**src/ec_port_pkg.sv**
```systemverilog
// shared constants for the embedded controller host port
package ec_port_pkg;
  // port command bytes
  localparam logic [7:0] CMD_READ = 8'h80;
  localparam logic [7:0] CMD_WRITE = 8'h81;
  localparam logic [7:0] BURST_ENTER_COMMAND = 8'h82;
  localparam logic [7:0] BURST_EXIT_COMMAND = 8'h83;
  localparam logic [7:0] EVENT_QUERY_COMMAND = 8'h84;
  localparam logic [7:0] BURST_ACK = 8'h90;
  // port status bits
  localparam int STAT_OUT_FULL = 0;
  localparam int STAT_IN_FULL = 1;
  localparam int STAT_CMD = 3;
  localparam int STAT_BURST = 4;
  localparam int STAT_EVT = 5;
  // input-full flag must rise within this time of a host write
  localparam int IN_FULL_MAX_NS = 1000;
  localparam int CLK_PERIOD_NS = 10;
  localparam int IN_FULL_MAX_CYC = IN_FULL_MAX_NS / CLK_PERIOD_NS;
  // interrupt pulse length
  localparam int IRQ_PULSE_CYC = 4;
  // smbus block, consecutive offsets inside controller space
  localparam logic [7:0] SMB_BASE = 8'h00;
  localparam logic [7:0] OFS_PROTOCOL = 8'h00;
  localparam logic [7:0] OFS_STATUS = 8'h01;
  localparam logic [7:0] OFS_ADDR = 8'h02;
  localparam logic [7:0] OFS_CMD = 8'h03;
  localparam logic [7:0] OFS_DATA0 = 8'h04;
  localparam logic [7:0] OFS_DATA1 = 8'h05;
  // status layout
  localparam int STS_DONE = 7;
  localparam int STS_ALARM = 6;
  localparam int STS_CODE_HI = 4;
  localparam logic [7:0] STS_RESET = 8'h00;
  // status codes
  localparam logic [4:0] CODE_OK = 5'h00;
  localparam logic [4:0] CODE_UNKNOWN_FAIL = 5'h07;
  localparam logic [4:0] CODE_ADDR_NACK = 5'h10;
  localparam logic [4:0] CODE_DEV_ERROR = 5'h11;
  localparam logic [4:0] CODE_CMD_DENIED = 5'h12;
  localparam logic [4:0] CODE_HOST_ERROR = 5'h13;
  localparam logic [4:0] CODE_DEV_DENIED = 5'h17;
  localparam logic [4:0] CODE_TIMEOUT = 5'h18;
  localparam logic [4:0] CODE_BAD_PROTOCOL = 5'h19;
  localparam logic [4:0] CODE_BUSY = 5'h1A;
  localparam logic [7:0] PROTO_IDLE = 8'h00;
  localparam logic [7:0] PROTO_MAX = 8'h0C;
endpackage

```
**src/byte_stream_if.sv**
```systemverilog
// byte stream between port logic and the output buffer
`timescale 1ns/1ns
interface byte_stream_if;
  logic valid;
  logic ready;
  logic [7:0] data;
  modport src (output valid, output data, input ready);
  modport snk (input valid, input data, output ready);
endinterface

```
**src/ec_host_port_smbus_status.sv**
```systemverilog
// embedded controller host byte port with smbus host status register
// How it works
// - read: irq after command, none address, on data
// - write: irq on every input-full clear
// - query: irq only when reply lands
// - burst enter: irq when acknowledge lands
// - burst exit: irq when byte consumed
// - command byte first, then defined data bytes
// - input-full set within one microsecond
// - input-full clears when controller reads byte
// - output-full sets on load, clears on read
// - smbus registers at consecutive addresses
// - filtered commands refused with 12h/17h
// - protocol write clears status, keeps alarm
// - result code written before protocol clears
// - query event only after protocol cleared
// - bit7 done without error, bit5 reserved
// - bit6 set on alarm message
// - codes 00h 07h 10h 11h
// - codes 12h 13h 17h 18h
// - codes 19h 1Ah, others never produced
// - burst grant: status bit, 90h, output-full
// - query reply zero means no event
// - interrupt is a pulse, edge event
// - protocol write of 01h to 0Ch starts smbus transaction
`timescale 1ns/1ns
module ec_host_port_smbus_status
(
  // clock and reset
  input wire logic clk_sys,
  input wire logic rst,
  // host port strobes, from pins
  input wire logic host_wr,
  input wire logic host_rd,
  input wire logic host_cmd_sel,
  input wire logic [7:0] host_wdata,
  output logic [7:0] host_rdata,
  output logic [7:0] port_status,
  output logic system_control_interrupt,
  // controller event source
  input wire logic event_pending,
  input wire logic [7:0] event_code,
  // controller memory access for write commands
  output logic mem_wr,
  output logic [7:0] mem_addr,
  output logic [7:0] mem_wdata,
  // smbus engine side
  output logic smb_start,
  output logic [7:0] smb_protocol,
  input wire logic smb_finish,
  input wire logic [4:0] smb_code,
  input wire logic smb_alarm,
  output logic smb_query_event
);
  typedef enum {ST_IDLE, ST_RD_ADDR, ST_WR_ADDR, ST_WR_DATA} port_state_type;

  // ----------------------------------------------------------------
  // pin synchronisers
  // ----------------------------------------------------------------
  logic [2:0] wr_sync_r;
  logic [2:0] rd_sync_r;
  logic wr_lvl_r;
  logic rd_lvl_r;
  logic wr_pulse;
  logic rd_pulse;
  logic cmd_sel_r;
  logic [7:0] wdata_r;

  always_ff @(posedge clk_sys)
  begin
    if (rst)
    begin
      wr_sync_r <= 3'b000;
      rd_sync_r <= 3'b000;
      wr_lvl_r <= 1'b0;
      rd_lvl_r <= 1'b0;
    end
    else
    begin
      wr_sync_r <= {wr_sync_r[1:0], host_wr};
      rd_sync_r <= {rd_sync_r[1:0], host_rd};
      if (wr_sync_r[2] == wr_sync_r[1])
      begin
        wr_lvl_r <= wr_sync_r[2];
      end
      if (rd_sync_r[2] == rd_sync_r[1])
      begin
        rd_lvl_r <= rd_sync_r[2];
      end
    end
  end

  assign wr_pulse = (wr_sync_r[2] == wr_sync_r[1]) && wr_sync_r[2] && !wr_lvl_r;
  assign rd_pulse = (rd_sync_r[2] == rd_sync_r[1]) && rd_sync_r[2] && !rd_lvl_r;

  // data and select are stable around the strobe
  always_ff @(posedge clk_sys)
  begin
    if (rst)
    begin
      cmd_sel_r <= 1'b0;
      wdata_r <= 8'h00;
    end
    else
    begin
      // load one edge ahead of the strobe pulse, so the pulse sees this byte
      if (wr_sync_r[1] || rd_sync_r[1])
      begin
        cmd_sel_r <= host_cmd_sel;
      end
      if (wr_sync_r[1])
      begin
        wdata_r <= host_wdata;
      end
    end
  end

  // ----------------------------------------------------------------
  // input buffer
  // ----------------------------------------------------------------
  logic in_full_r;
  logic in_is_cmd_r;
  logic [7:0] in_byte_r;
  logic consume;

  always_ff @(posedge clk_sys)
  begin
    if (rst)
    begin
      in_full_r <= 1'b0;
      in_is_cmd_r <= 1'b0;
      in_byte_r <= 8'h00;
    end
    else if (wr_pulse)
    begin
      in_full_r <= 1'b1;
      in_is_cmd_r <= cmd_sel_r;
      in_byte_r <= wdata_r;
    end
    else if (consume)
    begin
      in_full_r <= 1'b0;
    end
  end

  // ----------------------------------------------------------------
  // output buffer fed through the skid buffer
  // ----------------------------------------------------------------
  byte_stream_if ret_in ();
  byte_stream_if ret_out ();
  logic ret_valid_r;
  logic [7:0] ret_data_r;
  logic out_full_r;
  logic [7:0] out_byte_r;
  logic out_load;

  assign ret_in.valid = ret_valid_r;
  assign ret_in.data = ret_data_r;
  assign ret_out.ready = !out_full_r;
  assign out_load = ret_out.valid && !out_full_r;

  byte_buffer2 u_buf
  (
    .clk_sys(clk_sys),
    .rst(rst),
    .in_s(ret_in),
    .out_s(ret_out)
  );

  always_ff @(posedge clk_sys)
  begin
    if (rst)
    begin
      out_full_r <= 1'b0;
      out_byte_r <= 8'h00;
    end
    else if (out_load)
    begin
      out_full_r <= 1'b1;
      out_byte_r <= ret_out.data;
    end
    else if (rd_pulse && !cmd_sel_r)
    begin
      out_full_r <= 1'b0;
    end
  end

  // ----------------------------------------------------------------
  // command sequencer
  // ----------------------------------------------------------------
  port_state_type state_r;
  logic burst_r;
  logic [7:0] addr_r;
  logic irq_on_consume;
  logic smb_access;
  logic [7:0] rd_value;
  logic [7:0] prot_r;
  logic [7:0] sts_r;

  // the controller takes an input byte only when the return path has room
  assign consume = in_full_r && ret_in.ready && !ret_valid_r;
  assign smb_access = (addr_r >= ec_port_pkg::SMB_BASE) && (addr_r <= ec_port_pkg::OFS_DATA1);

  always_comb
  begin
    rd_value = 8'h00;
    unique case (in_byte_r)
      ec_port_pkg::OFS_PROTOCOL: rd_value = prot_r;
      ec_port_pkg::OFS_STATUS: rd_value = sts_r;
      default: rd_value = 8'h00;
    endcase
  end

  always_ff @(posedge clk_sys)
  begin
    if (rst)
    begin
      state_r <= ST_IDLE;
      burst_r <= 1'b0;
      addr_r <= 8'h00;
      ret_valid_r <= 1'b0;
      ret_data_r <= 8'h00;
      mem_wr <= 1'b0;
      mem_addr <= 8'h00;
      mem_wdata <= 8'h00;
    end
    else
    begin
      mem_wr <= 1'b0;
      if (ret_valid_r && ret_in.ready)
      begin
        ret_valid_r <= 1'b0;
      end
      if (consume)
      begin
        // a command byte always restarts the exchange
        if (in_is_cmd_r)
        begin
          state_r <= ST_IDLE;
          unique case (in_byte_r)
            ec_port_pkg::CMD_READ: state_r <= ST_RD_ADDR;
            ec_port_pkg::CMD_WRITE: state_r <= ST_WR_ADDR;
            ec_port_pkg::EVENT_QUERY_COMMAND:
            begin
              ret_valid_r <= 1'b1;
              ret_data_r <= event_pending ? event_code : 8'h00;
            end
            ec_port_pkg::BURST_ENTER_COMMAND:
            begin
              burst_r <= 1'b1;
              ret_valid_r <= 1'b1;
              ret_data_r <= ec_port_pkg::BURST_ACK;
            end
            ec_port_pkg::BURST_EXIT_COMMAND: burst_r <= 1'b0;
            default: state_r <= ST_IDLE;
          endcase
        end
        else
        begin
          unique case (state_r)
            ST_RD_ADDR:
            begin
              ret_valid_r <= 1'b1;
              ret_data_r <= rd_value;
              state_r <= ST_IDLE;
            end
            ST_WR_ADDR:
            begin
              addr_r <= in_byte_r;
              state_r <= ST_WR_DATA;
            end
            ST_WR_DATA:
            begin
              mem_wr <= 1'b1;
              mem_addr <= addr_r;
              mem_wdata <= in_byte_r;
              state_r <= ST_IDLE;
            end
            ST_IDLE: state_r <= ST_IDLE;
          endcase
        end
      end
    end
  end

  // which consumed bytes interrupt on input-full clearing
  always_comb
  begin
    irq_on_consume = 1'b0;
    if (in_is_cmd_r)
    begin
      irq_on_consume = (in_byte_r != ec_port_pkg::EVENT_QUERY_COMMAND) &&
                       (in_byte_r != ec_port_pkg::BURST_ENTER_COMMAND);
    end
    else
    begin
      irq_on_consume = (state_r == ST_WR_ADDR) || (state_r == ST_WR_DATA);
    end
  end

  // ----------------------------------------------------------------
  // smbus protocol and status registers
  // ----------------------------------------------------------------
  logic prot_wr;
  logic sts_wr;
  logic finish_pending_r;
  logic query_arm_r;

  assign prot_wr = mem_wr && smb_access && (mem_addr == ec_port_pkg::OFS_PROTOCOL);
  assign sts_wr = mem_wr && smb_access && (mem_addr == ec_port_pkg::OFS_STATUS);
  assign smb_protocol = prot_r;

  always_ff @(posedge clk_sys)
  begin
    if (rst)
    begin
      prot_r <= ec_port_pkg::PROTO_IDLE;
      sts_r <= ec_port_pkg::STS_RESET;
      finish_pending_r <= 1'b0;
      query_arm_r <= 1'b0;
      smb_start <= 1'b0;
      smb_query_event <= 1'b0;
    end
    else
    begin
      smb_start <= 1'b0;
      query_arm_r <= 1'b0;
      if (prot_wr)
      begin
        prot_r <= mem_wdata;
        sts_r <= {1'b0, sts_r[ec_port_pkg::STS_ALARM], 6'b00_0000};
        smb_start <= (mem_wdata != ec_port_pkg::PROTO_IDLE);
        if (mem_wdata > ec_port_pkg::PROTO_MAX)
        begin
          // unsupported protocol answered locally
          sts_r <= {1'b0, sts_r[ec_port_pkg::STS_ALARM], 1'b0, ec_port_pkg::CODE_BAD_PROTOCOL};
          finish_pending_r <= 1'b1;
          smb_start <= 1'b0;
        end
      end
      else if (smb_finish && prot_r != ec_port_pkg::PROTO_IDLE)
      begin
        // code first, bit5 reserved as zero
        sts_r <= {(smb_code == ec_port_pkg::CODE_OK), sts_r[ec_port_pkg::STS_ALARM] | smb_alarm, 1'b0,
                  smb_code};
        finish_pending_r <= 1'b1;
      end
      else if (finish_pending_r)
      begin
        prot_r <= ec_port_pkg::PROTO_IDLE;
        finish_pending_r <= 1'b0;
        query_arm_r <= 1'b1;
      end
      else if (sts_wr && mem_wdata == 8'h00)
      begin
        sts_r <= ec_port_pkg::STS_RESET;
      end
      // a new alarm wins over any clear in the same cycle
      if (smb_alarm)
      begin
        sts_r[ec_port_pkg::STS_ALARM] <= 1'b1;
      end
      // event goes out one cycle after the protocol register reads idle
      smb_query_event <= query_arm_r;
    end
  end

  // ----------------------------------------------------------------
  // interrupt pulse and host readback
  // ----------------------------------------------------------------
  logic [2:0] pulse_cnt_r;

  always_ff @(posedge clk_sys)
  begin
    if (rst)
    begin
      pulse_cnt_r <= 3'd0;
      system_control_interrupt <= 1'b0;
    end
    else
    begin
      if ((consume && irq_on_consume) || out_load)
      begin
        pulse_cnt_r <= 3'(ec_port_pkg::IRQ_PULSE_CYC);
      end
      else if (pulse_cnt_r != 3'd0)
      begin
        pulse_cnt_r <= pulse_cnt_r - 3'd1;
      end
      system_control_interrupt <= (pulse_cnt_r != 3'd0);
    end
  end

  always_ff @(posedge clk_sys)
  begin
    if (rst)
    begin
      host_rdata <= 8'h00;
      port_status <= 8'h00;
    end
    else
    begin
      host_rdata <= out_byte_r;
      port_status <= {2'b00, event_pending, burst_r, in_is_cmd_r, 1'b0, in_full_r, out_full_r};
    end
  end
endmodule

```
**src/byte_buffer2.sv**
```systemverilog
// two-entry skid buffer for returned bytes
`timescale 1ns/1ns
module byte_buffer2
(
  // clock and reset
  input wire logic clk_sys,
  input wire logic rst,
  // streams
  byte_stream_if.snk in_s,
  byte_stream_if.src out_s
);
  logic [7:0] mem_r [2];
  logic wptr_r;
  logic rptr_r;
  logic [1:0] cnt_r;
  logic push;
  logic pop;

  assign in_s.ready = (cnt_r != 2'd2);
  assign out_s.valid = (cnt_r != 2'd0);
  assign out_s.data = mem_r[rptr_r];
  assign push = in_s.valid && in_s.ready;
  assign pop = out_s.valid && out_s.ready;

  always_ff @(posedge clk_sys)
  begin
    if (push)
    begin
      mem_r[wptr_r] <= in_s.data;
    end
  end

  always_ff @(posedge clk_sys)
  begin
    if (rst)
    begin
      wptr_r <= 1'b0;
      rptr_r <= 1'b0;
      cnt_r <= 2'd0;
    end
    else
    begin
      if (push)
      begin
        wptr_r <= ~wptr_r;
      end
      if (pop)
      begin
        rptr_r <= ~rptr_r;
      end
      cnt_r <= cnt_r + {1'b0, push} - {1'b0, pop};
    end
  end
endmodule

```
**config.mk**
```make
export PLATFORM = sky130hd
export DESIGN_NAME = ec_host_port_smbus_status
export DESIGN_NICKNAME = d
export VERILOG_FILES = /design/src/ec_port_pkg.sv /design/src/byte_stream_if.sv /design/src/ec_host_port_smbus_status.sv /design/src/byte_buffer2.sv
export SDC_FILE = /design/constraint.sdc
export NUM_CORES = 1
export LEC_CHECK = 0
export ABC_AREA = 1
export BUFFER_PORTS_ARGS = -buffer_cell sky130_fd_sc_hd__buf_2
export CAP_MARGIN = 20
export CORE_ASPECT_RATIO = 1.5
export CORE_MARGIN = 3
export CORE_UTILIZATION = 50
export DETAILED_ROUTE_END_ITERATION = 8
export HOLD_SLACK_MARGIN = 0.06
export PLACE_DENSITY_LB_ADDON = 0.2
export SLEW_MARGIN = 25
export SYNTH_ARGS = -nofsm -noshare
export SYNTH_HDL_FRONTEND = slang
export SYNTH_SLANG_ARGS = --single-unit
```
**constraint.sdc**
```tcl
create_clock -name clk_sys -period 1.8 [get_ports clk_sys]
set_input_delay 0.18 -clock clk_sys [delete_from_list [all_inputs] [get_ports clk_sys]]
set_output_delay 0.18 -clock clk_sys [all_outputs]
set_load 0.05 [all_outputs]
```
After elaboration in Yosys (flattened, before gate mapping)
Memories as Yosys holds them, arrays and structs flattened. A register that Yosys moved wholly into a read port is not among the register bits.
Index checks and enable logic that the tools add are counted.

word-level totals
  register bits = 139
  bits in latches = 0
  input port bits = 29
  memory bits (writable) = 16
  memories = 1
  memory bits (read-only) = 0

memories
  memory       words  width  read ports  clocked after Yosys merged registers in  wr ports  RTL line            source
  u_buf.mem_r  2      8      1           1                                        1         byte_buffer2.sv:12  logic [7:0] mem_r [2];

operators by class
  multipliers = 0
  div/mod/pow operators = 0
  $lt $le $gt $ge = 3
  equal/unequal tests = 23
  $add $sub $neg = 3
  bitwise logic cells = 6
  mux-type cells = 37
  shift-type cells = 0
  reductions and logical operators = 55

operators by type and width
  kind                                                                                 number
  8-bit two-way mux                                                                    10
  32-bit by 2-bit == test with 1-bit output, second input constant                     2
  32-bit by 3-bit == test with 1-bit output, second input constant                     2
  32-bit case mux with 2 select lines                                                  1
  8-bit == test, second input constant                                                 5
  32-bit by 1-bit == test with 1-bit output, second input constant                     1
  32-bit zero test                                                                     1
  32-bit two-way mux                                                                   1
  8-bit case mux with 2 select lines                                                   2
  8-bit zero test                                                                      3
  1-bit two-way mux                                                                    18
  1-bit logical AND                                                                    17
  8-bit by 1-bit == test with 1-bit output, second input constant                      2
  8-bit != test, second input constant                                                 2
  8-bit nonzero test                                                                   2
  3-bit AND reduction                                                                  5
  2-bit nonzero test                                                                   7
  3-bit OR reduction                                                                   4
  3-bit nonzero test                                                                   3
  8-bit by 1-bit greater-or-equal comparator with 1-bit output, second input constant  1
  8-bit by 4-bit > comparator with 1-bit output, second input constant                 1
  8-bit by 3-bit <= comparator with 1-bit output, second input constant                1
  3-bit two-way mux                                                                    2
  2-bit != test, second input constant                                                 3
  17 further kinds                                                                     31

Depth between registers and ports, before layout
Gate-level depths: netlist of run 1.

  depth after elaboration = 10
  mapped depth = 10

Modules after synthesis
A second synthesis of run 1 with hierarchy kept.

second synthesis, totals
  cells, all modules = 628
  area total of the unflattened synthesis = 5242.5 um2

by module, submodules not included
  module                     area each (um2)  seq. area each (um2)  cells each  instances
  ec_host_port_smbus_status  4366.7           2182.1                566         1
  byte_buffer2               875.8            580.6                 62          1

Worst setup path after synthesis of run 1
OpenSTA, ideal clock, no wires.

  path type = reg-to-reg
  start point = register u_buf.cnt_r[0]
  end point = register u_buf.cnt_r[1]
  clock period less this slack = 1.712 ns
  setup slack = 0.088 ns
  data required time = 1.730 ns
  arrival time = 1.642 ns
  stages on the path, launching flop included = 10
  cells stage by stage = dfxtp_1 -> inv_1 -> a21oi_1 -> clkbuf_1 -> ha_1 -> inv_1 -> ha_1 -> xor2_1 -> o21ai_0 -> a21oi_1

on the way
  elaborated cells on any way between the ends = 6
  classes of those cells = add/sub: 2; eq/ne: 1; reduce/logical: 3

RTL lines
  element                                      RTL line                          source
  from (decl)                                  byte_buffer2.sv:15                logic [1:0] cnt_r;
  from (signal assigned)                       byte_buffer2.sv:51                cnt_r <= cnt_r + {1'b0, push} - {1'b0, pop};
  2-bit nonzero test                           byte_buffer2.sv:20                assign out_s.valid = (cnt_r != 2'd0);
  1-bit logical AND                            -
  named net out_load                           ec_host_port_smbus_status.sv:155  logic out_load;
  2-bit by 1-bit subtractor with 2-bit output  byte_buffer2.sv:51

The timed path passes the listed nets, and every way through them passes these cells.
A chain may end at the register's enable or synchronous reset.

Final worst setup path of run 1
  start point = register u_buf.cnt_r[0]
  end point = register u_buf.cnt_r[1]

on the way
  word-level cells in the longest chain between the ends = 4
  elaborated cells on any way between the ends = 6
  classes of those cells = add/sub: 2; eq/ne: 1; reduce/logical: 3

ends and longest elaborated chain
  element                                          RTL line            source
  2-bit != test                                    byte_buffer2.sv:19  assign in_s.ready = (cnt_r != 2'd2);
  1-bit logical AND                                byte_buffer2.sv:22  assign push = in_s.valid && in_s.ready;
  2-bit by 1-bit adder with 2-bit output           byte_buffer2.sv:51
  2-bit by 1-bit subtractor with 2-bit output (*)  byte_buffer2.sv:51

Mark *: on every way between the ends. The rest lies on a longest branch, timed or not.

==> impl_metrics.py, run 1 <==
metrics = {
    "run_status": {
        "result_of_the_run": "finished clean",
    },
    "hold_path": {
        "holdPathStages": 4,
        "hold_path.class": "in2reg",
        "hp-start": "smb_code[3]",
        "hold_path_end": "sts_r[7]",
    },
    "critical_path": {
        "critical_path_required_ns": 2.14,
        "worstSetupStartpointType": "flip-flop",
        "timing.critical_path.to_type": "flip-flop",
        "reg2reg_slack_ns": 0.24,
        "cp_max_fo": 2,
        "worst_r2r_path_depth": 8,
        "crit_path_class": "reg2reg",
        "worstReg2RegEnd": "u_buf.cnt_r[1]",
        "timing.critical_path.arrival_ns": 1.90,
        "r2r-start": "u_buf.cnt_r[0]",
    },
    "layout": {
        "multi_input_area_um2": 1930,
        "drive_gt1_frac": 0.173,
        "synthToLayoutAreaGrowth_pct": 23.6,
        "finish.net_count": 761,
        "diodes": 0,
        "num-fill-cells": 847,
        "fin_area_um2": 6260,
        "sequential_cell_area_um2": 2740,
    },
    "synth": {
        "synth_ff_type": "sky130_fd_sc_hd__dfxtp_1",
        "synth_edf_count": 16,
        "synth.area.top_cells": "sky130_fd_sc_hd__dfxtp_1 45%, sky130_fd_sc_hd__nor2_1 10%, sky130_fd_sc_hd__edfxtp_1 9.5%, sky130_fd_sc_hd__o21ai_0 6.2%, sky130_fd_sc_hd__nand2_1 5.6%",
        "synth_most_common_cell": "sky130_fd_sc_hd__nor2_1",
        "synth.top_cells.by_count": "141 x sky130_fd_sc_hd__nor2_1, 113 x sky130_fd_sc_hd__dfxtp_1, 76 x sky130_fd_sc_hd__nand2_1",
        "synth_largest_area_cell": "sky130_fd_sc_hd__dfxtp_1",
        "postSynthCellCount": 634,
        "synth_largest_type_area_fraction": 0.447,
        "ys_seq_elements": 129,
        "post_synth.cell_area_avg_um2": 7.99,
        "synth_area_um2": 5070,
        "synth-async-reset-ratio": 0,
        "sequential_share_of_the_synthesized_area": 0.541,
        "netlist-cell-type-count": 34,
        "count_of_warnings_emitted_by_yosys": 0,
    },
    "placed_design": {
        "place_hpwl_um": 8210,
        "place.gp.congestion": 0.854,
        "post_dp_cell_area_um2": 5520,
        "port_buffers": 69,
    },
    "drt": {
        "detail_route.first_pass.iterations": 8,
        "route.detailed.vias_per_inst": 5.06,
        "count_of_nets_left_with_antenna_violations_after_detail_routing": 0,
        "drt_iter0_markers": 225,
        "drt-total-wl_um": 11400,
        "avgRoutedWirePerCell_um": 13.4,
        "route.vias.total": 4319,
        "drc_errors": 0,
    },
    "clock_network": {
        "tritoncts_num_sinks": 129,
        "postCtsSetupBuffers": 0,
        "clk-insertion-delay-late_ns": 0.41,
        "cts_tree": "done",
        "h-tree-depth": 4,
        "tritoncts.num_buffers": 17,
        "max-clock-path-buffers": 2,
        "clk_pin_slew_worst_paths_ns": 0.06,
        "clock_root_buffer": "sky130_fd_sc_hd__clkbuf_16",
    },
    "die": {
        "starting_density": 0.517,
        "dieWidth_um": 88.2,
        "floorplan.die_area_um2": 11400,
        "dieHeight_um": 129,
        "placementRows": 44,
        "pin_count": 73,
        "coreArea_um2": 9800,
    },
    "sta": {
        "setup_repair_after_global_routing_missed_its_margin": "no",
        "slew_viol_final": 0,
        "fmax_ghz": 0.640,
        "layout_min_cycle_time_ns": 1.56,
        "tightest_slew_ns": 0.509,
        "finalClockSkew_ns": 0.00869,
        "timing.final.hold_violations": 0,
        "timing.max_slew.rel_slack": 0.657,
        "layout_worst_path_cycle_share": 0.869,
        "timing.final.setup_violations": 0,
        "hold-worst-slack_ns": 0.0915,
        "fin_setup_tns_ns": 0,
    },
    "grt": {
        "grt_max_degree": 46,
        "grt.total_usage": 0.208,
        "vias_in_the_first_global_route": 4130,
        "first_pass_grt_wire_length_um": 18400,
        "globalRoute.totalOverflow": 0,
        "number_of_antenna_violations_at_the_first_check_in_global_routing": 0,
    },
    "power": {
        "max-vdd-ir-drop_mv": 0.863,
        "p_total_uw": 7910,
        "power_density_nw_per_um2": 1260,
        "power.static_leakage_uw": 0.00287,
    },
    "run": {
        "max-cap-violations": 0,
    },
}
power breakdown:
group / total, uW / switching (uW) / internal [uW]
clock: 3410 / 1240 / 2170
sequential: 3270 / 118 / 3160
combinational: 1220 / 821 / 404
total: 7910 / 2180 / 5730
cells by family after synthesis:
kind of cell,share of synthesized area
AOI/OAI and AO/OA,0.119
xor gates and xnor gates,0.00346
adders and majority gates,0.0173
buffers and inverters,0.0783
DFF,0.541
other,0.000740
and+or+nand+nor,0.240
metal layers:
metal	part of all wire	vias to the layer above	GRT usage
met5	0	-	0
met4	0.015	0	0.0756
met3	0.039	12	0.0528
met2	0.55	90	0.387
met1	0.40	1991	0.222
li1	-	2226	-
cell type report:
| class | count | area share |
|---|---|---|
| clock buffer | 17 | 0.0679 |
| clock inverter | 15 | 0.0266 |
| inverter | 70 | 0.0422 |
| multi-input combinational | 411 | 0.309 |
| sequential | 129 | 0.438 |
| tap | 115 | 0.0230 |
| timing repair buffer | 96 | 0.0935 |
layout by cell type (no fill, tap or decap):
master	Yosys	final
sky130_fd_sc_hd__dfxtp_1	113	113
sky130_fd_sc_hd__nand3b_1	1	1
sky130_fd_sc_hd__nor2_2	3	3
sky130_fd_sc_hd__buf_4	5	12
sky130_fd_sc_hd__clkbuf_16	0	17
sky130_fd_sc_hd__nor2_1	141	141
sky130_fd_sc_hd__o21ai_0	63	63
sky130_fd_sc_hd__o21ai_2	1	1
sky130_fd_sc_hd__clkinv_2	1	7
sky130_fd_sc_hd__nand3_2	1	1
sky130_fd_sc_hd__nand3_1	45	45
sky130_fd_sc_hd__a21oi_1	39	39
sky130_fd_sc_hd__nor3_4	1	1
sky130_fd_sc_hd__clkinv_1	1	2
sky130_fd_sc_hd__clkinvlp_4	0	1
sky130_fd_sc_hd__nand4_4	1	1
sky130_fd_sc_hd__nand2_1	76	76
sky130_fd_sc_hd__a31oi_1	4	4
sky130_fd_sc_hd__inv_6	0	2
sky130_fd_sc_hd__ha_1	7	7
sky130_fd_sc_hd__o21ai_1	1	1
sky130_fd_sc_hd__o211ai_1	6	6
sky130_fd_sc_hd__inv_2	2	2
sky130_fd_sc_hd__conb_1	1	3
sky130_fd_sc_hd__nand4_1	4	4
sky130_fd_sc_hd__edfxtp_1	16	16
sky130_fd_sc_hd__a211oi_1	1	1
sky130_fd_sc_hd__bufinv_16	0	3
sky130_fd_sc_hd__or2_2	2	2
sky130_fd_sc_hd__inv_1	66	66
sky130_fd_sc_hd__nor2_4	3	3
sky130_fd_sc_hd__xor2_1	2	2
sky130_fd_sc_hd__buf_2	7	69
sky130_fd_sc_hd__nor3_1	5	5
sky130_fd_sc_hd__clkinv_4	0	2
sky130_fd_sc_hd__nand2_2	1	1
sky130_fd_sc_hd__dlygate4sd3_1	0	15
what timing repair did:
| item | CTS | global route |
|---|---|---|
| hold buffers | 15 | 0 |
| endpoints found under the setup margin | 0 | 0 |
| hold endpoints to repair | 15 | 0 |
| resized for setup | 0 | 0 |
critical path, stage by stage, from the launching register on:
cell and delay, ns:
sky130_fd_sc_hd__dfxtp_1 0.38, sky130_fd_sc_hd__inv_1 0.08, sky130_fd_sc_hd__a21oi_1 0.18, sky130_fd_sc_hd__ha_1 0.26, sky130_fd_sc_hd__inv_1 0.06, sky130_fd_sc_hd__ha_1 0.14, sky130_fd_sc_hd__xor2_1 0.18, sky130_fd_sc_hd__o21ai_0 0.10
sky130_fd_sc_hd__a21oi_1 0.12
registers in the layout (all words and copies together), names as in the netlist, 5 cells and up:
| signal | cells |
|---|---|
| out_byte_r | 8 |
| port_status | 5 |
| wdata_r | 8 |
| u_buf.mem_r | 16 |
| mem_addr | 8 |
| addr_r | 8 |
| ret_data_r | 8 |
| smb_protocol | 8 |
| mem_wdata | 8 |
| in_byte_r | 8 |
| host_rdata | 8 |
| sts_r | 7 |
per-stage QoR:
stage / utilization / cells / setup WS (ns)
after global placement: 0.563 / 806 / 0.271
after detailed placement: 0.563 / 806 / 0.248
after floorplan: - / 636 / 0.0879
after CTS: 0.639 / 853 / 0.225
after global routing: 0.639 / 853 / 0.0748
final: 0.639 / 853 / 0.236
how the worst max path moves through the flow:
stage	start	end	cells past startpoint
floorplan	u_buf.cnt_r[0]	u_buf.cnt_r[1]	9
global placement	in_is_cmd_r	ret_data_r[6]	7
detailed placement	u_buf.cnt_r[0]	u_buf.cnt_r[1]	8
CTS	in_is_cmd_r	ret_data_r[1]	7
global route	mem_wr	smb_protocol[7]	9
finish	u_buf.cnt_r[0]	u_buf.cnt_r[1]	8
No activity file was read; power rests on OpenSTA's default activity.
==> run 2: changes to the inputs <==
==> constraint.sdc (replaced) <==
create_clock -name clk_sys -period 1.5 [get_ports clk_sys]
set_input_delay 0.15 -clock clk_sys [delete_from_list [all_inputs] [get_ports clk_sys]]
set_output_delay 0.15 -clock clk_sys [all_outputs]
set_load 0.05 [all_outputs]
==> impl_metrics.py, run 2 (synthesized netlist as in run 1, its figures left out) <==
metrics = {
    "run_status": {
        "result_of_the_run": "finished clean",
    },
    "clock_network": {
        "tritoncts_num_sinks": 129,
        "max-clock-path-buffers": 2,
        "clk_pin_slew_worst_paths_ns": 0.06,
        "h-tree-depth": 4,
        "cts_tree": "done",
        "clock_root_buffer": "sky130_fd_sc_hd__clkbuf_16",
        "tritoncts.num_buffers": 17,
        "clk-insertion-delay-late_ns": 0.41,
    },
    "layout": {
        "drive_gt1_frac": 0.262,
        "number_of_flip_flops_under_the_largest_register_name": 16,
        "fin_area_um2": 6830,
        "most-common-layout-cells": "123 x sky130_fd_sc_hd__nor2_1, 102 x sky130_fd_sc_hd__dfxtp_1, 74 x sky130_fd_sc_hd__nand2_1",
        "largest-register": "u_buf.mem_r",
        "synthToLayoutAreaGrowth_pct": 34.8,
        "diodes": 0,
        "postLayoutCoreUtil": 0.697,
        "final_common_cell": "sky130_fd_sc_hd__nor2_1",
        "finish.net_count": 808,
    },
    "power": {
        "p_total_uw": 9650,
        "power_density_nw_per_um2": 1410,
        "max-vdd-ir-drop_mv": 0.912,
        "power.static_leakage_uw": 0.00314,
    },
    "sta": {
        "timing.final.setup_violations": 0,
        "finalClockSkew_ns": 0.0102,
        "timing.final.hold_violations": 0,
        "layout_min_cycle_time_ns": 1.48,
        "fin_setup_tns_ns": 0,
        "slew_viol_final": 0,
        "fmax_ghz": 0.676,
        "layout_worst_path_cycle_share": 0.986,
        "fin_ws_ns": 0.0217,
        "setup_repair_after_global_routing_missed_its_margin": "yes",
    },
    "placed_design": {
        "post_place_setup_slack_ns": -0.124,
        "port_buffers": 69,
        "place.gp.congestion": 0.852,
        "post_dp_cell_area_um2": 5740,
        "place_hpwl_um": 8540,
    },
    "drt": {
        "wl_met1_um": 4620,
        "route.vias.total": 4637,
        "wl_met3_um": 559,
        "count_of_nets_left_with_antenna_violations_after_detail_routing": 0,
        "drt_iter0_markers": 200,
        "met2RoutedLength_um": 7100,
        "route.detailed.vias_per_inst": 5.15,
        "detail_route.first_pass.iterations": 4,
        "avgRoutedWirePerCell_um": 14.0,
        "maxUsedRoutingLayer": "met4",
        "drt-total-wl_um": 12600,
        "drc_errors": 0,
    },
    "grt": {
        "grt.total_usage": 0.227,
        "vias_in_the_first_global_route": 4493,
        "number_of_antenna_violations_at_the_first_check_in_global_routing": 0,
        "first_pass_grt_wire_length_um": 20000,
        "grt_max_degree": 69,
        "globalRoute.totalOverflow": 0,
    },
    "die": {
        "placementRows": 44,
        "dieWidth_um": 88.2,
        "dieHeight_um": 129,
        "pin_count": 73,
        "coreArea_um2": 9800,
        "floorplan.die_area_um2": 11400,
        "starting_density": 0.517,
    },
    "critical_path": {
        "crit_path_max_incr_delay_ns": 0.33,
        "cp_max_fo": 15,
        "critical_path_required_ns": 1.80,
        "worstSetupStartpointType": "flip-flop",
        "timing.critical_path.arrival_ns": 1.78,
        "critical-path-slowest-cell": "sky130_fd_sc_hd__dfxtp_2",
        "cp_num_buf_inv": 4,
        "worstPathCellList": "buf_4 > nor2_4 > nor3_4 > buf_4 > nand4_4 > buf_12 > clkinv_8 > nor2_1 > nor2_1",
        "timing.critical_path.to_type": "flip-flop",
        "critical_path.top_delay_family": "buffers and inverters",
        "crit_path_class": "reg2reg",
    },
    "hold_path": {
        "hold_path.class": "in2reg",
    },
    "run": {
        "max-cap-violations": 0,
    },
}
## run 2: changes by cell type in the layout (fill, tap and decap cells not counted), moves of 5 or more
cell	previous run	this run
sky130_fd_sc_hd__buf_4	12	46
sky130_fd_sc_hd__nor2_1	141	123
sky130_fd_sc_hd__dfxtp_2	0	11
sky130_fd_sc_hd__inv_1	66	61
sky130_fd_sc_hd__o21ai_1	1	12
sky130_fd_sc_hd__dlygate4sd3_1	15	23
sky130_fd_sc_hd__nor2_2	3	18
sky130_fd_sc_hd__dfxtp_1	113	102
sky130_fd_sc_hd__o21ai_0	63	52
## run 2: worst paths after layout
path	end	startpoint	cells past startpoint	slack [ns]
setup / recovery	mem_wdata[0]	u_buf.cnt_r[0]	9	0.02
hold / removal	ret_data_r[1]	event_code[1]	5	0.06
hold reg to reg	wr_sync_r[1]	wr_sync_r[0]	2	0.41
setup reg to reg	mem_wdata[0]	u_buf.cnt_r[0]	9	0.02
## run 2: tightest hold or removal path: stages
cell and delay [ns]:
sky130_fd_sc_hd__buf_2 0.08, sky130_fd_sc_hd__nand2_1 0.04, sky130_fd_sc_hd__nand3_1 0.06, sky130_fd_sc_hd__nor2_1 0.04, sky130_fd_sc_hd__nor2_1 0.07
## run 2: through the flow
| step | hold WS [ns] | std cells |
|---|---|---|
| final | 0.0601 | 900 |
| after floorplan | 0.257 | 636 |
| after CTS | 0.0609 | 891 |
| after detailed placement | 0.358 | 832 |
| after global routing | 0.0904 | 900 |
| after global placement | 0.348 | 832 |
## run 2: area by class of cell
class | instances | area [um^2]
sequential | 129 | 2760
multi-input combinational | 412 | 2070
clock buffer | 18 | 429
fill | 790 | 2970
tap | 115 | 144
inverter | 70 | 280
timing repair buffer | 142 | 1010
clock inverter | 14 | 146
## run 2: layer usage
| metal | global-route usage | vias up |
|---|---|---|
| met2 | 0.421 | 115 |
| met1 | 0.230 | 2162 |
| met4 | 0.103 | 0 |
| li1 | - | 2324 |
| met3 | 0.0649 | 36 |
| met5 | 0 | - |
## run 2: what timing repair did
action / in CTS / in global routing
hold endpoints to repair: 24 / 0
setup endpoints to repair: 2 / 55
pin swaps: 4 / 8
setup buffers: 4 / 7
cloned: 0 / 2
hold buffers: 23 / 0
resized for setup: 8 / 49
## run 2: power by group
group,switching (uW),total [uW],leakage [uW],internal [uW]
combinational,1080,1700,0.00182,626
sequential,136,3930,0.00104,3790
clock,1440,4010,0.000285,2570
==> run 3: changes to the inputs <==
--- a/config.mk
+++ b/config.mk
@@ -9,9 +9,10 @@
 export BUFFER_PORTS_ARGS = -buffer_cell sky130_fd_sc_hd__buf_2
 export CAP_MARGIN = 20
 export CORE_ASPECT_RATIO = 1.5
-export CORE_MARGIN = 3
+export CORE_MARGIN = 2
 export CORE_UTILIZATION = 50
 export DETAILED_ROUTE_END_ITERATION = 8
+export GPL_TIMING_DRIVEN = 0
 export HOLD_SLACK_MARGIN = 0.06
 export PLACE_DENSITY_LB_ADDON = 0.2
 export SLEW_MARGIN = 25
==> impl_metrics.py, run 3 (synthesized netlist as in run 1, its figures left out) <==
metrics = {
    "drt": {
        "route.vias.total": 4619,
        "avgRoutedWirePerCell_um": 15.0,
        "drc_errors": 0,
        "detail_route.first_pass.iterations": 5,
        "route.detailed.vias_per_inst": 5.25,
        "drt-total-wl_um": 13200,
        "drt_iter0_markers": 299,
        "count_of_nets_left_with_antenna_violations_after_detail_routing": 0,
    },
    "critical_path": {
        "reg2reg_slack_ns": -0.04,
        "worstSetupStartpointType": "flip-flop",
        "crit_path_class": "reg2reg",
        "cp_max_fo": 9,
        "critical_path_required_ns": 1.56,
        "timing.critical_path.to_type": "flip-flop",
        "worstReg2RegEnd": "u_buf.mem_r[1][3]",
        "worst_r2r_path_depth": 4,
        "timing.critical_path.arrival_ns": 1.60,
        "r2r-start": "ret_in.valid",
    },
    "clock_network": {
        "cts_tree": "done",
        "clock_root_buffer": "sky130_fd_sc_hd__clkbuf_16",
        "clk-insertion-delay-late_ns": 0.42,
        "tritoncts.num_buffers": 17,
        "clk_pin_slew_worst_paths_ns": 0.05,
        "tritoncts_num_sinks": 129,
        "h-tree-depth": 4,
        "max-clock-path-buffers": 2,
    },
    "grt": {
        "number_of_antenna_violations_at_the_first_check_in_global_routing": 0,
        "vias_in_the_first_global_route": 4405,
        "use_met2": 0.444,
        "groute.layer.met3.usage": 0.0627,
        "grt_max_degree": 17,
        "first_pass_grt_wire_length_um": 20800,
        "globalRoute.totalOverflow": 0,
        "gr-max-usage-layer": "met2",
        "use_met1": 0.267,
        "grt.total_usage": 0.247,
    },
    "layout": {
        "stdcell_count": 880,
        "finish.net_count": 786,
        "most-common-layout-cells": "126 x sky130_fd_sc_hd__nor2_1, 98 x sky130_fd_sc_hd__dfxtp_1, 73 x sky130_fd_sc_hd__buf_2",
        "num-fill-cells": 863,
        "number_of_flip_flops_under_the_largest_register_name": 16,
        "final_common_cell": "sky130_fd_sc_hd__nor2_1",
        "drive_gt1_frac": 0.241,
        "synthToLayoutAreaGrowth_pct": 30.6,
        "largest-register": "u_buf.mem_r",
        "diodes": 0,
    },
    "sta": {
        "timing.max_slew.rel_slack": 0.561,
        "fin_setup_tns_ns": -0.360,
        "slew_viol_final": 0,
        "layout_min_cycle_time_ns": 1.54,
        "timing.final.setup_violations": 17,
        "finalClockSkew_ns": 0.00849,
        "fin_ws_ns": -0.0414,
        "layout_worst_path_cycle_share": 1.03,
        "tightest_slew_ns": 0.659,
        "setup_repair_after_global_routing_missed_its_margin": "yes",
        "fmax_ghz": 0.649,
        "timing.final.hold_violations": 0,
    },
    "hold_path": {
        "hold_path_end": "ret_data_r[2]",
        "hold_path.class": "in2reg",
        "holdPathStages": 5,
        "hp-start": "event_code[2]",
    },
    "run_status": {
        "result_of_the_run": "finished, violations left",
        "violations": "negative setup slack",
    },
    "run": {
        "max-cap-violations": 0,
    },
    "die": {
        "dieHeight_um": 127,
        "starting_density": 0.505,
        "coreArea_um2": 10000,
        "floorplan.die_area_um2": 11000,
        "pin_count": 73,
        "dieWidth_um": 86.2,
        "placementRows": 45,
    },
    "power": {
        "power_density_nw_per_um2": 1500,
        "max-vdd-ir-drop_mv": 0.958,
        "power.static_leakage_uw": 0.00295,
    },
    "placed_design": {
        "place.gp.congestion": 0.891,
        "post_place_setup_slack_ns": -0.318,
        "port_buffers": 68,
        "place_hpwl_um": 8990,
        "dp.cells": 821,
    },
}
run 3: changes by cell type in the layout (fill, tap and decap cells not counted), moves of 4 or more:
cell                            previous run  this run
sky130_fd_sc_hd__buf_4                    46        15
sky130_fd_sc_hd__clkbuf_1                  1         9
sky130_fd_sc_hd__dlygate4sd3_1            23        17
sky130_fd_sc_hd__nor2_2                   18        12
sky130_fd_sc_hd__o21ai_1                  12         6
sky130_fd_sc_hd__o21ai_0                  52        57
sky130_fd_sc_hd__buf_2                    69        73
sky130_fd_sc_hd__dfxtp_1                 102        98
sky130_fd_sc_hd__inv_4                     0         4
run 3: cell type report:
| type | count | area, um^2 | area share |
|---|---|---|---|
| Multi-Input combinational cell | 413 | 2110 | 0.319 |
| Timing Repair Buffer | 94 | 582 | 0.0880 |
| Clock buffer | 19 | 443 | 0.0670 |
| Inverter | 70 | 272 | 0.0411 |
| Sequential cell | 129 | 2760 | 0.418 |
| Buffer | 25 | 135 | 0.0204 |
| Tap cell | 117 | 146 | 0.0221 |
| Clock inverter | 13 | 165 | 0.0250 |
run 3: power breakdown:
part,internal [uW],switching (uW)
clock,2790,1470
combinational,591,1130
sequential,3800,154
total,7180,2750
run 3: worst max-delay path by stage:
stage	from	end	slack (ns)	cells past startpoint
finish	ret_in.valid	u_buf.mem_r[1][3]	-0.04	4
detailed placement	u_buf.cnt_r[0]	u_buf.cnt_r[1]	-0.32	9
global route	ret_in.valid	u_buf.mem_r[1][1]	-0.12	4
floorplan	u_buf.cnt_r[0]	u_buf.cnt_r[1]	-0.1	9
global placement	u_buf.cnt_r[0]	u_buf.cnt_r[1]	-0.26	9
CTS	u_buf.cnt_r[0]	u_buf.cnt_r[1]	-0.12	9
run 3: critical path, stage by stage (launching register included):
cell                      delay (ns)
sky130_fd_sc_hd__dfxtp_1        0.37
sky130_fd_sc_hd__inv_1          0.08
sky130_fd_sc_hd__nor2_1         0.24
sky130_fd_sc_hd__inv_1          0.12
sky130_fd_sc_hd__nor2_2         0.37
run 3: timing repair:
action / CTS / global route
gates resized for setup: 18 / 49
setup buffers: 4 / 5
endpoints found under the setup margin: 33 / 60
pin swaps: 3 / 11
hold buffers: 17 / 0
endpoints found under the hold margin: 16 / 0
cloned: 2 / 0
run 3: metal layers:
| metal | vias to the layer above | routed length [um] | part of all wire |
|---|---|---|---|
| met2 | 172 | 7150 | 0.54 |
| met1 | 2128 | 5050 | 0.38 |
| met3 | 33 | 600 | 0.045 |
| met5 | - | 0 | 0 |
| met4 | 0 | 394 | 0.030 |
| li1 | 2286 | - | - |
run 3: through the flow:
stage | hold slack (ns) | cell area (um^2) | power (uW) | util
3_3_place_gp | 0.352 | 5570 | 5420 | 0.556
2_1_floorplan | 0.257 | 5090 | 5110 | -
4_1_cts | 0.0653 | 6460 | 9850 | 0.645
5_1_grt | 0.0877 | 6610 | 10300 | 0.660
6_report | 0.0637 | 6610 | 9930 | 0.660
3_5_place_dp | 0.361 | 5570 | 5490 | 0.556
